**config.mk**
```make
export PLATFORM = sky130hd
export DESIGN_NAME = ofa_alarm_ctrl
export DESIGN_NICKNAME = d
export VERILOG_FILES = /design/src/hw/ofa_pkg.sv /design/src/hw/ofa_thresh_cmp.sv /design/src/hw/ofa_alarm_ctrl.sv
export SDC_FILE = /design/constraint.sdc
export NUM_CORES = 2
export LEC_CHECK = 0
export ABC_AREA = 1
export BUFFER_PORTS_ARGS = -buffer_cell sky130_fd_sc_hd__buf_4
export CAP_MARGIN = 15
export CELL_PAD_IN_SITES_DETAIL_PLACEMENT = 1
export CELL_PAD_IN_SITES_GLOBAL_PLACEMENT = 2
export CORE_MARGIN = 1
export CORE_UTILIZATION = 38
export DETAILED_ROUTE_END_ITERATION = 16
export PLACE_DENSITY_LB_ADDON = 0.1
export SYNTH_ARGS = -nofsm -noshare
export SYNTH_HDL_FRONTEND = slang
export SYNTH_SLANG_ARGS = --single-unit
```
**constraint.sdc**
```tcl
create_clock -name pclk -period 2.05 [get_ports pclk]
set_input_delay 0.1025 -clock pclk [delete_from_list [all_inputs] [get_ports pclk]]
set_output_delay 0.1025 -clock pclk [all_outputs]
set_load 0.1 [all_outputs]
```
**src/hw/ofa_pkg.sv**
```systemverilog
// Package for the optic module alarm, flag and lane control block.
// Assumes a 32-bit APB slave with 12-bit byte addresses.
package ofa_pkg;

  localparam int ADDR_W = 12;
  localparam int DATA_W = 32;
  localparam int VAL_W = 16;
  localparam int LANES = 4;
  localparam int N_ATTR = 10;
  localparam int N_LOS = 12;
  localparam int ATTR_FLAG_W = 40;

  // Word indices (byte address = 4 * index)
  localparam logic [5:0] W_VAL_LAST = 6'h09;
  localparam logic [2:0] W_THR_GRP = 3'h2;
  localparam logic [5:0] W_FLAG_LOS = 6'h18;
  localparam logic [5:0] W_FLAG_MOD = 6'h19;
  localparam logic [5:0] W_FLAG_TXB = 6'h1a;
  localparam logic [5:0] W_FLAG_RXP = 6'h1b;
  localparam logic [5:0] W_MASK_LOS = 6'h1c;
  localparam logic [5:0] W_MASK_MOD = 6'h1d;
  localparam logic [5:0] W_MASK_TXB = 6'h1e;
  localparam logic [5:0] W_MASK_RXP = 6'h1f;
  localparam logic [5:0] W_CTRL = 6'h20;
  localparam logic [5:0] W_STATUS = 6'h21;

  // Field positions
  localparam int CTRL_TX_OFF = 0;
  localparam int CTRL_RX_OFF = 4;
  localparam int CTRL_TX_SQ_DIS = 8;
  localparam int CTRL_RX_SQ_DIS = 9;
  localparam int CTRL_W = 10;
  localparam int LOS_TX = 0;
  localparam int LOS_RX = 4;
  localparam int LOS_FAULT = 8;
  localparam int STAT_PEND = 12;
  localparam int MOD_W = 8;
  localparam int LANE_FLAG_W = 16;

  // Reset values
  localparam logic [CTRL_W-1:0] CTRL_RST = 10'h000;
  localparam logic [ATTR_FLAG_W-1:0] MASK_RST = 40'h00_0000_0000;
  localparam logic [N_LOS-1:0] LOS_MASK_RST = 12'h000;
  localparam logic [DATA_W-1:0] THR_RST = 32'hffff_0000;
  localparam logic [VAL_W-1:0] VAL_RST = 16'h0000;

  // Threshold set of one attribute kind
  typedef struct packed {
    logic [VAL_W-1:0] alarm_hi;
    logic [VAL_W-1:0] alarm_lo;
    logic [VAL_W-1:0] warn_hi;
    logic [VAL_W-1:0] warn_lo;
  } ofa_thr_t;

  // Lane event inputs, one bit per lane
  typedef struct packed {
    logic [LANES-1:0] tx_fault;
    logic [LANES-1:0] rx_los;
    logic [LANES-1:0] tx_los;
  } ofa_lane_t;

  // Threshold kind of attribute i: temp, supply, tx bias, rx power
  function automatic logic [1:0] ofa_kind(input int i);
    if (i < 2) begin
      return 2'(i);
    end
    return (i < 6) ? 2'h2 : 2'h3;
  endfunction : ofa_kind

endpackage : ofa_pkg

```
**src/hw/ofa_thresh_cmp.sv**
```systemverilog
// Alarm and warning comparator for one monitored attribute.
// Assumes value and thresholds are unsigned codes on the same scale.
`timescale 1ns/1ps
`default_nettype none

module ofa_thresh_cmp (
  input wire logic [ofa_pkg::VAL_W-1:0] value,
  input wire ofa_pkg::ofa_thr_t thr,
  output logic [3:0] out_of_range
);
  import ofa_pkg::*;

  // Order: alarm high, alarm low, warning high, warning low
  assign out_of_range[3] = value > thr.alarm_hi;
  assign out_of_range[2] = value < thr.alarm_lo;
  assign out_of_range[1] = value > thr.warn_hi;
  assign out_of_range[0] = value < thr.warn_lo;

endmodule : ofa_thresh_cmp

`default_nettype wire

```
**src/hw/ofa_alarm_ctrl.sv**
```systemverilog
// Monitor, latched flag, interrupt and lane control logic, APB slave.
// Assumes monitor codes come from same-clock logic; lane events are async.
//
// What this block does
// - Tx bias per lane, temperature and supply are readable values
// - Rx optical power per lane is a readable value
// - Out-of-threshold values set alarm/warning flags and interrupt
// - Tx input loss or Tx fault sets a flag and interrupt
// - Rx optical input loss sets a flag and interrupt
// - Flags stay set after their cause goes away
// - Reading a flag register clears the flags that were read
// - Each flag has a mask that keeps it off the interrupt
// - Tx input loss squelches Tx output unless squelch disabled
// - Tx fault or host deactivation disables the Tx lane
// - Rx loss squelches Rx output unless disabled; deactivation too
// - Interrupt output tells host of any new unmasked flag
// - Status, alarm, warning and fault registers are host readable
// - Block is only a bus slave; host is master
// - Each two-byte monitor value is read as one coherent word
// - Masks are volatile and return to default on reset
//
// Our own choices: register access over APB and the register addresses.
`timescale 1ns/1ps
`default_nettype none

module ofa_alarm_ctrl (
  input wire logic pclk,
  input wire logic presetn,
  input wire logic psel,
  input wire logic penable,
  input wire logic pwrite,
  input wire logic [ofa_pkg::ADDR_W-1:0] paddr,
  input wire logic [ofa_pkg::DATA_W-1:0] pwdata,
  output logic [ofa_pkg::DATA_W-1:0] prdata,
  output logic pready,
  output logic pslverr,
  input wire logic mon_update,
  input wire logic [ofa_pkg::VAL_W-1:0] mon_temp,
  input wire logic [ofa_pkg::VAL_W-1:0] mon_supply,
  input wire logic [ofa_pkg::LANES-1:0][ofa_pkg::VAL_W-1:0] mon_tx_bias,
  input wire logic [ofa_pkg::LANES-1:0][ofa_pkg::VAL_W-1:0] mon_rx_power,
  input wire ofa_pkg::ofa_lane_t lane_event_raw,
  output logic [ofa_pkg::LANES-1:0] tx_squelch,
  output logic [ofa_pkg::LANES-1:0] tx_disable,
  output logic [ofa_pkg::LANES-1:0] rx_squelch,
  output logic interrupt_request_n
);
  import ofa_pkg::*;

  //////////////////////////////////////////////////////////////////////////
  // State

  logic [N_LOS-1:0] ev_s1_q;
  logic [N_LOS-1:0] ev_s2_q;
  logic [VAL_W-1:0] val_q [N_ATTR];
  logic [DATA_W-1:0] thr_q [8];
  logic [ATTR_FLAG_W-1:0] attr_flag_q;
  logic [ATTR_FLAG_W-1:0] attr_mask_q;
  logic [N_LOS-1:0] los_flag_q;
  logic [N_LOS-1:0] los_mask_q;
  logic [CTRL_W-1:0] ctrl_q;
  logic [DATA_W-1:0] prdata_q;
  logic pready_q;
  logic pslverr_q;
  logic irq_n_q;
  logic [LANES-1:0] tx_sq_q;
  logic [LANES-1:0] tx_dis_q;
  logic [LANES-1:0] rx_sq_q;
  logic [5:0] rd_word_q;

  //////////////////////////////////////////////////////////////////////////
  // Lane event synchroniser

  always_ff @(posedge pclk or negedge presetn) begin
    if (!presetn) begin
      ev_s1_q <= 12'h000;
      ev_s2_q <= 12'h000;
    end else begin
      ev_s1_q <= lane_event_raw;
      ev_s2_q <= ev_s1_q;
    end
  end

  //////////////////////////////////////////////////////////////////////////
  // Monitor values and threshold comparison

  logic [VAL_W-1:0] mon_in [N_ATTR];
  logic [ATTR_FLAG_W-1:0] attr_set;

  assign mon_in[0] = mon_temp;
  assign mon_in[1] = mon_supply;

  for (genvar i = 0; i < N_ATTR; i++) begin : g_attr
    if (i >= 2 && i < 6) begin : g_bias
      assign mon_in[i] = mon_tx_bias[i-2];
    end else if (i >= 6) begin : g_rxp
      assign mon_in[i] = mon_rx_power[i-6];
    end
    localparam logic [1:0] K = ofa_kind(i);
    wire ofa_thr_t thr = {thr_q[{K, 1'b0}], thr_q[{K, 1'b1}]};

    ofa_thresh_cmp u_cmp (
      .value(val_q[i]),
      .thr(thr),
      .out_of_range(attr_set[4*i +: 4])
    );
  end

  // Whole 16-bit code latched in one edge keeps both bytes coherent
  always_ff @(posedge pclk or negedge presetn) begin
    if (!presetn) begin
      val_q <= '{default: VAL_RST};
    end else if (mon_update) begin
      val_q <= mon_in;
    end
  end

  //////////////////////////////////////////////////////////////////////////
  // APB decode

  wire [5:0] word = paddr[7:2];
  wire in_page = (paddr[ADDR_W-1:8] == 4'h0) && (paddr[1:0] == 2'h0);
  wire val_hit = in_page && (word <= W_VAL_LAST);
  wire thr_hit = in_page && (word[5:3] == W_THR_GRP);
  wire reg_hit = in_page && (word >= W_FLAG_LOS) && (word <= W_STATUS);
  wire any_hit = val_hit || thr_hit || reg_hit;
  wire setup = psel && !penable;
  wire access = psel && penable && pready_q;
  wire wr = access && pwrite;
  wire rd_done = access && !pwrite;
  wire irq_pend = |(attr_flag_q & ~attr_mask_q) | |(los_flag_q & ~los_mask_q);

  logic [DATA_W-1:0] reg_rd;
  assign reg_rd =
      ({32{word == W_FLAG_LOS}} & 32'(los_flag_q)) |
      ({32{word == W_FLAG_MOD}} & 32'(attr_flag_q[MOD_W-1:0])) |
      ({32{word == W_FLAG_TXB}} & 32'(attr_flag_q[MOD_W +: LANE_FLAG_W])) |
      ({32{word == W_FLAG_RXP}} & 32'(attr_flag_q[ATTR_FLAG_W-1 -:
                                                   LANE_FLAG_W])) |
      ({32{word == W_MASK_LOS}} & 32'(los_mask_q)) |
      ({32{word == W_MASK_MOD}} & 32'(attr_mask_q[MOD_W-1:0])) |
      ({32{word == W_MASK_TXB}} & 32'(attr_mask_q[MOD_W +: LANE_FLAG_W])) |
      ({32{word == W_MASK_RXP}} & 32'(attr_mask_q[ATTR_FLAG_W-1 -:
                                                   LANE_FLAG_W])) |
      ({32{word == W_CTRL}} & 32'(ctrl_q)) |
      ({32{word == W_STATUS}} & 32'({irq_pend, ev_s2_q}));

  logic [DATA_W-1:0] rd_data;
  assign rd_data = val_hit ? 32'(val_q[word[3:0]]) :
                   thr_hit ? thr_q[word[2:0]] :
                   reg_hit ? reg_rd : 32'h0000_0000;

  // Read data is captured in setup, so access always completes in one cycle
  always_ff @(posedge pclk or negedge presetn) begin
    if (!presetn) begin
      prdata_q <= 32'h0000_0000;
      pready_q <= 1'b0;
      pslverr_q <= 1'b0;
      rd_word_q <= 6'h00;
    end else begin
      pready_q <= setup;
      if (setup) begin
        prdata_q <= pwrite ? 32'h0000_0000 : rd_data;
        pslverr_q <= !any_hit;
        rd_word_q <= word;
      end
    end
  end

  //////////////////////////////////////////////////////////////////////////
  // Configuration registers

  always_ff @(posedge pclk or negedge presetn) begin
    if (!presetn) begin
      thr_q <= '{default: THR_RST};
    end else if (wr && thr_hit) begin
      thr_q[word[2:0]] <= pwdata;
    end
  end

  always_ff @(posedge pclk or negedge presetn) begin
    if (!presetn) begin
      ctrl_q <= CTRL_RST;
      attr_mask_q <= MASK_RST;
      los_mask_q <= LOS_MASK_RST;
    end else if (wr && in_page) begin
      if (word == W_CTRL) begin
        ctrl_q <= pwdata[CTRL_W-1:0];
      end
      if (word == W_MASK_LOS) begin
        los_mask_q <= pwdata[N_LOS-1:0];
      end
      if (word == W_MASK_MOD) begin
        attr_mask_q[MOD_W-1:0] <= pwdata[MOD_W-1:0];
      end
      if (word == W_MASK_TXB) begin
        attr_mask_q[MOD_W +: LANE_FLAG_W] <= pwdata[LANE_FLAG_W-1:0];
      end
      if (word == W_MASK_RXP) begin
        attr_mask_q[ATTR_FLAG_W-1 -: LANE_FLAG_W] <= pwdata[LANE_FLAG_W-1:0];
      end
    end
  end

  //////////////////////////////////////////////////////////////////////////
  // Latched flags; only bits returned by the read are cleared

  wire rd_ok = rd_done && !pslverr_q;
  wire [N_LOS-1:0] los_clr =
      (rd_ok && rd_word_q == W_FLAG_LOS) ? prdata_q[N_LOS-1:0] : 12'h000;
  wire [ATTR_FLAG_W-1:0] attr_clr = {
      (rd_ok && rd_word_q == W_FLAG_RXP) ? prdata_q[LANE_FLAG_W-1:0]
                                         : 16'h0000,
      (rd_ok && rd_word_q == W_FLAG_TXB) ? prdata_q[LANE_FLAG_W-1:0]
                                         : 16'h0000,
      (rd_ok && rd_word_q == W_FLAG_MOD) ? prdata_q[MOD_W-1:0] : 8'h00};

  always_ff @(posedge pclk or negedge presetn) begin
    if (!presetn) begin
      los_flag_q <= 12'h000;
      attr_flag_q <= 40'h00_0000_0000;
    end else begin
      // Set wins over a clear in the same cycle
      los_flag_q <= (los_flag_q & ~los_clr) | ev_s2_q;
      attr_flag_q <= (attr_flag_q & ~attr_clr) | attr_set;
    end
  end

  //////////////////////////////////////////////////////////////////////////
  // Lane control and interrupt outputs

  wire ofa_lane_t ev = ev_s2_q;
  wire tx_sq_dis = ctrl_q[CTRL_TX_SQ_DIS];
  wire rx_sq_dis = ctrl_q[CTRL_RX_SQ_DIS];
  wire [LANES-1:0] tx_off = ctrl_q[CTRL_TX_OFF +: LANES];
  wire [LANES-1:0] rx_off = ctrl_q[CTRL_RX_OFF +: LANES];

  always_ff @(posedge pclk or negedge presetn) begin
    if (!presetn) begin
      tx_sq_q <= 4'h0;
      tx_dis_q <= 4'h0;
      rx_sq_q <= 4'h0;
      irq_n_q <= 1'b1;
    end else begin
      tx_sq_q <= ev.tx_los & {LANES{!tx_sq_dis}};
      tx_dis_q <= ev.tx_fault | tx_off;
      rx_sq_q <= (ev.rx_los & {LANES{!rx_sq_dis}}) | rx_off;
      irq_n_q <= !irq_pend;
    end
  end

  assign prdata = prdata_q;
  assign pready = pready_q;
  assign pslverr = pslverr_q;
  assign tx_squelch = tx_sq_q;
  assign tx_disable = tx_dis_q;
  assign rx_squelch = rx_sq_q;
  assign interrupt_request_n = irq_n_q;
endmodule : ofa_alarm_ctrl

`default_nettype wire

```
==> key figures <==
Run status
  – Status: complete, but fails checks
  – Failing checks: setup timing

Clock tree
  – Worst skew pair latency: 690 ps
  – Clock root buffer: clkbuf_16
  – Clk slew on worst S/H paths: 70 ps
  – Clock sink count: 607
  – H-Tree Depth: 3
  – Clock tree buffer depth: 3
  – Cts bufs inserted: 77
  – CTS tree: done

STA
  – RSZ-0062 raised after global routing: true
  – Period utilization: 101%
  – Final Hold Vio Count: 0
  – Fin. max-slew vios: 0
  – Setup Viol. Count Final: 3
  – Final Worst Setup Slack: -26.4 ps
  – Worst rel slew slack: 47.9%
  – Post-layout min period: 2080 ps
  – Layout Skew: 26.0 ps
  – Peak Freq: 482 MHz
  – Setup TNS: -47.4 ps
  – Worst-Margin Slew: 780 ps

Die
  – Initial Utilization: 38.6%
  – FP Rows: 118
  – Die footprint: 107000 sq um
  – Io pins: 269
  – Die X: 327 um
  – Chip Height: 327 um
  – Placeable Area: 104000 sq um

Route
  – WL per Instance: 28.5 um
  – Antenna Nets Post-Route: 0
  – Via count: 41.9k
  – Drt drc: 0
  – Vias per Instance: 5.69
  – Routed WL: 210 mm
  – Violation count after the first detailed-route iteration: 3795
  – DR pass1 iterations: 6

GRT
  – Vias in the first global route: 42.8k
  – First-pass GRT wire length: 300 mm
  – Largest net degree at the start of global routing: 71
  – GR Util All Layers: 38.8%
  – Initial antenna violation count: 15
  – GRT Residual Overflow: 0

Final layout
  – Synthesis-to-finish area growth: 36.0%
  – Layout cells sized above 1: 23.9%
  – Layout Nets: 6756

Yosys
  – Largest family of logic cells by synthesized area: adder cells
  – Cells after synthesis: 4892
  – Ys async rst share: 100%
  – Post-synth EDFFs: 0
  – Syn_area_per_cell: 8.22 sq um
  – Post-synthesis simple-gate area fraction: 15.3%
  – Syn Std Cell Area: 40200 sq um
  – Net Count, Synth: 5734
  – Seq cells post-synth: 607
  – Adder-cell share of the synthesized area: 19.3%
  – Synth warnings: 0
  – Post-synthesis compound-gate area fraction: 17.7%
  – Synth cell types: 42
  – Post-Synth XOR/XNOR Area: 0%
  – Synth Flop Type: dfrtp_1
  – Post-synthesis mux area share: 2.44%
  – Sequential fraction of the synthesis area: 38.2%

Worst setup path
  – WS Path Type: primary input to flip-flop
  – Critical Path RT: 2630 ps
  – Crit path max fanout: 23
  – R2R depth: 7
  – Crit path launch type: primary input
  – WP data arrival: 2650 ps
  – CP endpoint kind: flip-flop

Job
  – Number of max-cap violations: 0

Hold path
  – Hold Path Stages: 3
  – Min-Delay Path Class: primary input to flip-flop

Placement
  – Post-DP HPWL: 162 mm
  – # port buffers: 268
  – Gpl congestion: 1.07

Pwr
  – Switching power: 11.4 mW
  – Int Pwr: 24.2 mW
  – Overall Power: 35.6 mW
  – Power Density: 650 nW/um^2
  – Seq pwr share: 36.7%
  – Comb pwr share: 21.9%
  – Pleak: 25.1 nW
  – Switch share: 32.0%
  – Clock power share: 41.5%
  – Max rail drop VDD: 0.000659 V
==> synth_stat cells (all sizes together) (2+ instances only) <==
library cell | count | area share, %
o21ai | 677 | 8.4
o21a | 22 | 0.41
a221oi | 11 | 0.24
o221ai | 18 | 0.39
a21oi | 353 | 4.4
nand2 | 1119 | 10
o211ai | 16 | 0.30
o221a | 2 | 0.056
dfstp | 129 | 8.4
o21bai | 15 | 0.28
buf | 15 | 0.15
dfrtp | 478 | 30
clkbuf | 157 | 1.5
o2111ai | 40 | 0.87
inv | 584 | 5.5
mux2 | 87 | 2.4
a22oi | 13 | 0.24
o31ai | 6 | 0.11
o22ai | 91 | 1.4
nor3 | 59 | 0.79
nor4 | 8 | 0.12
o211a | 2 | 0.050
a31oi | 14 | 0.22
a41oi | 8 | 0.17
or2 | 6 | 0.093
nand3 | 102 | 1.3
nand4 | 52 | 0.81
and3 | 6 | 0.093
nor2 | 174 | 1.6
ha | 620 | 19
==> cell usage in the layout (no fill, tap or decap), drive strengths merged, types with 9 or more instances in the layout <==
master       instances
clkinv              16
o21bai              15
o211ai              16
ha                 620
dlygate4sd3        234
a21oi              353
inv                578
a31oi               14
clkbuf             110
nand4               52
nor2               174
dfrtp              478
clkinvlp            17
o221ai              18
mux2                87
o22ai               91
a221oi              11
nand2             1119
nor3                59
buf                880
a22oi               13
nand3              102
dfstp              129
o2111ai             40
diode                9
o21ai              677
o21a                22
==> per-layer routing <==
metal | track usage [%] | share of wire, %
met3 | 6.88 | 7.3
met4 | 21.7 | 6.2
met5 | 0 | 0.0062
met2 | 60.1 | 44
met1 | 51.0 | 42
==> final timing paths <==
check	slack, ps	startpoint	to
min in group asynchronous	550	presetn	g_attr[1].thr[2]
min	20	pwdata[23]	g_attr[6].thr[23]
max reg2reg	-10	g_attr[2].thr[54]	attr_flag_q[19]
max	-30	paddr[2]	prdata[4]
max in group asynchronous	370	presetn	val_q[33]
min reg2reg	350	ev_s1_q[9]	ev[9]
==> through the flow <==
| step | instances | hold WS (ps) | worst slack, ps | cell area [sq um] | util (%) |
|---|---|---|---|---|---|
| 2_1_floorplan | 4892 | -193 | 46.2 | 40200 | - |
| 3_3_place_gp | 6954 | 89.0 | -300 | 48500 | 46.5 |
| 3_5_place_dp | 6954 | 80.1 | -294 | 48500 | 46.5 |
| 4_1_cts | 7335 | 3.44 | -39.8 | 53700 | 51.5 |
| 5_1_grt | 7358 | 41.4 | -57.4 | 54700 | 52.5 |
| 6_report | 7367 | 18.3 | -26.4 | 54700 | 52.5 |
==> power by group through the flow <==
stage               registers [mW]  logic, mW  clock network (mW)
floorplan                     13.1       3.13                   0
global placement              13.2       6.62                   0
detailed placement            13.2       6.84                   0
CTS                           13.0       7.33                14.9
global route                  13.0       8.40                15.3
finish                        13.0       7.78                14.7
==> timing repair <==
action | CTS | global route
resized for setup | 57 | 182
endpoints found under the setup margin | 19 | 42
pin swaps | 10 | 59
setup buffers | 5 | 26
hold buffers | 234 | 0
hold endpoints to repair | 644 | 0
==> logic make-up (layout without fill, tap and decap cells) <==
| group | after synthesis | in the layout |
|---|---|---|
| AOI/OAI and AO/OA | 1294 | 1294 |
| adders and majority gates | 620 | 620 |
| buffers and inverters | 757 | 1843 |
| DFF | 607 | 607 |
| muxes | 87 | 87 |
| other | 0 | 9 |
| and+or+nand+nor | 1527 | 1527 |
==> sequential cells by signal, summed over array words and instances (netlist names) <==
register / count
interrupt_request_n: 1
los_flag_q: 12
pready: 1
pslverr: 1
attr_mask_q: 40
ev: 12
rd_word_q: 6
los_mask_q: 12
tx_disable: 4
prdata: 32
attr_flag_q: 40
tx_squelch: 4
val_q: 160
ev_s1_q: 12
g_attr.thr: 256
ctrl_q: 10
rx_squelch: 4
==> worst max-delay path: stages <==
cell and delay (ps):
dlygate4sd3_1 540, buf_4 160, inv_1 140, nand2_2 170, buf_4 300, o22ai_1 640
o31ai_1 150, o21ai_0 240, inv_1 70, nand2_1 60, nand2_1 40
==> area by class of cell <==
| class | count | area [sq um] |
|---|---|---|
| clock inverter | 34 | 459 |
| timing repair buffer | 1115 | 9770 |
| tap | 1380 | 1730 |
| sequential | 607 | 15400 |
| multi-input combinational | 3528 | 22900 |
| antenna | 9 | 22.5 |
| inverter | 585 | 2240 |
| fill | 12300 | 49500 |
| clock buffer | 109 | 2210 |
No activity file was read; power rests on OpenSTA's default activity.
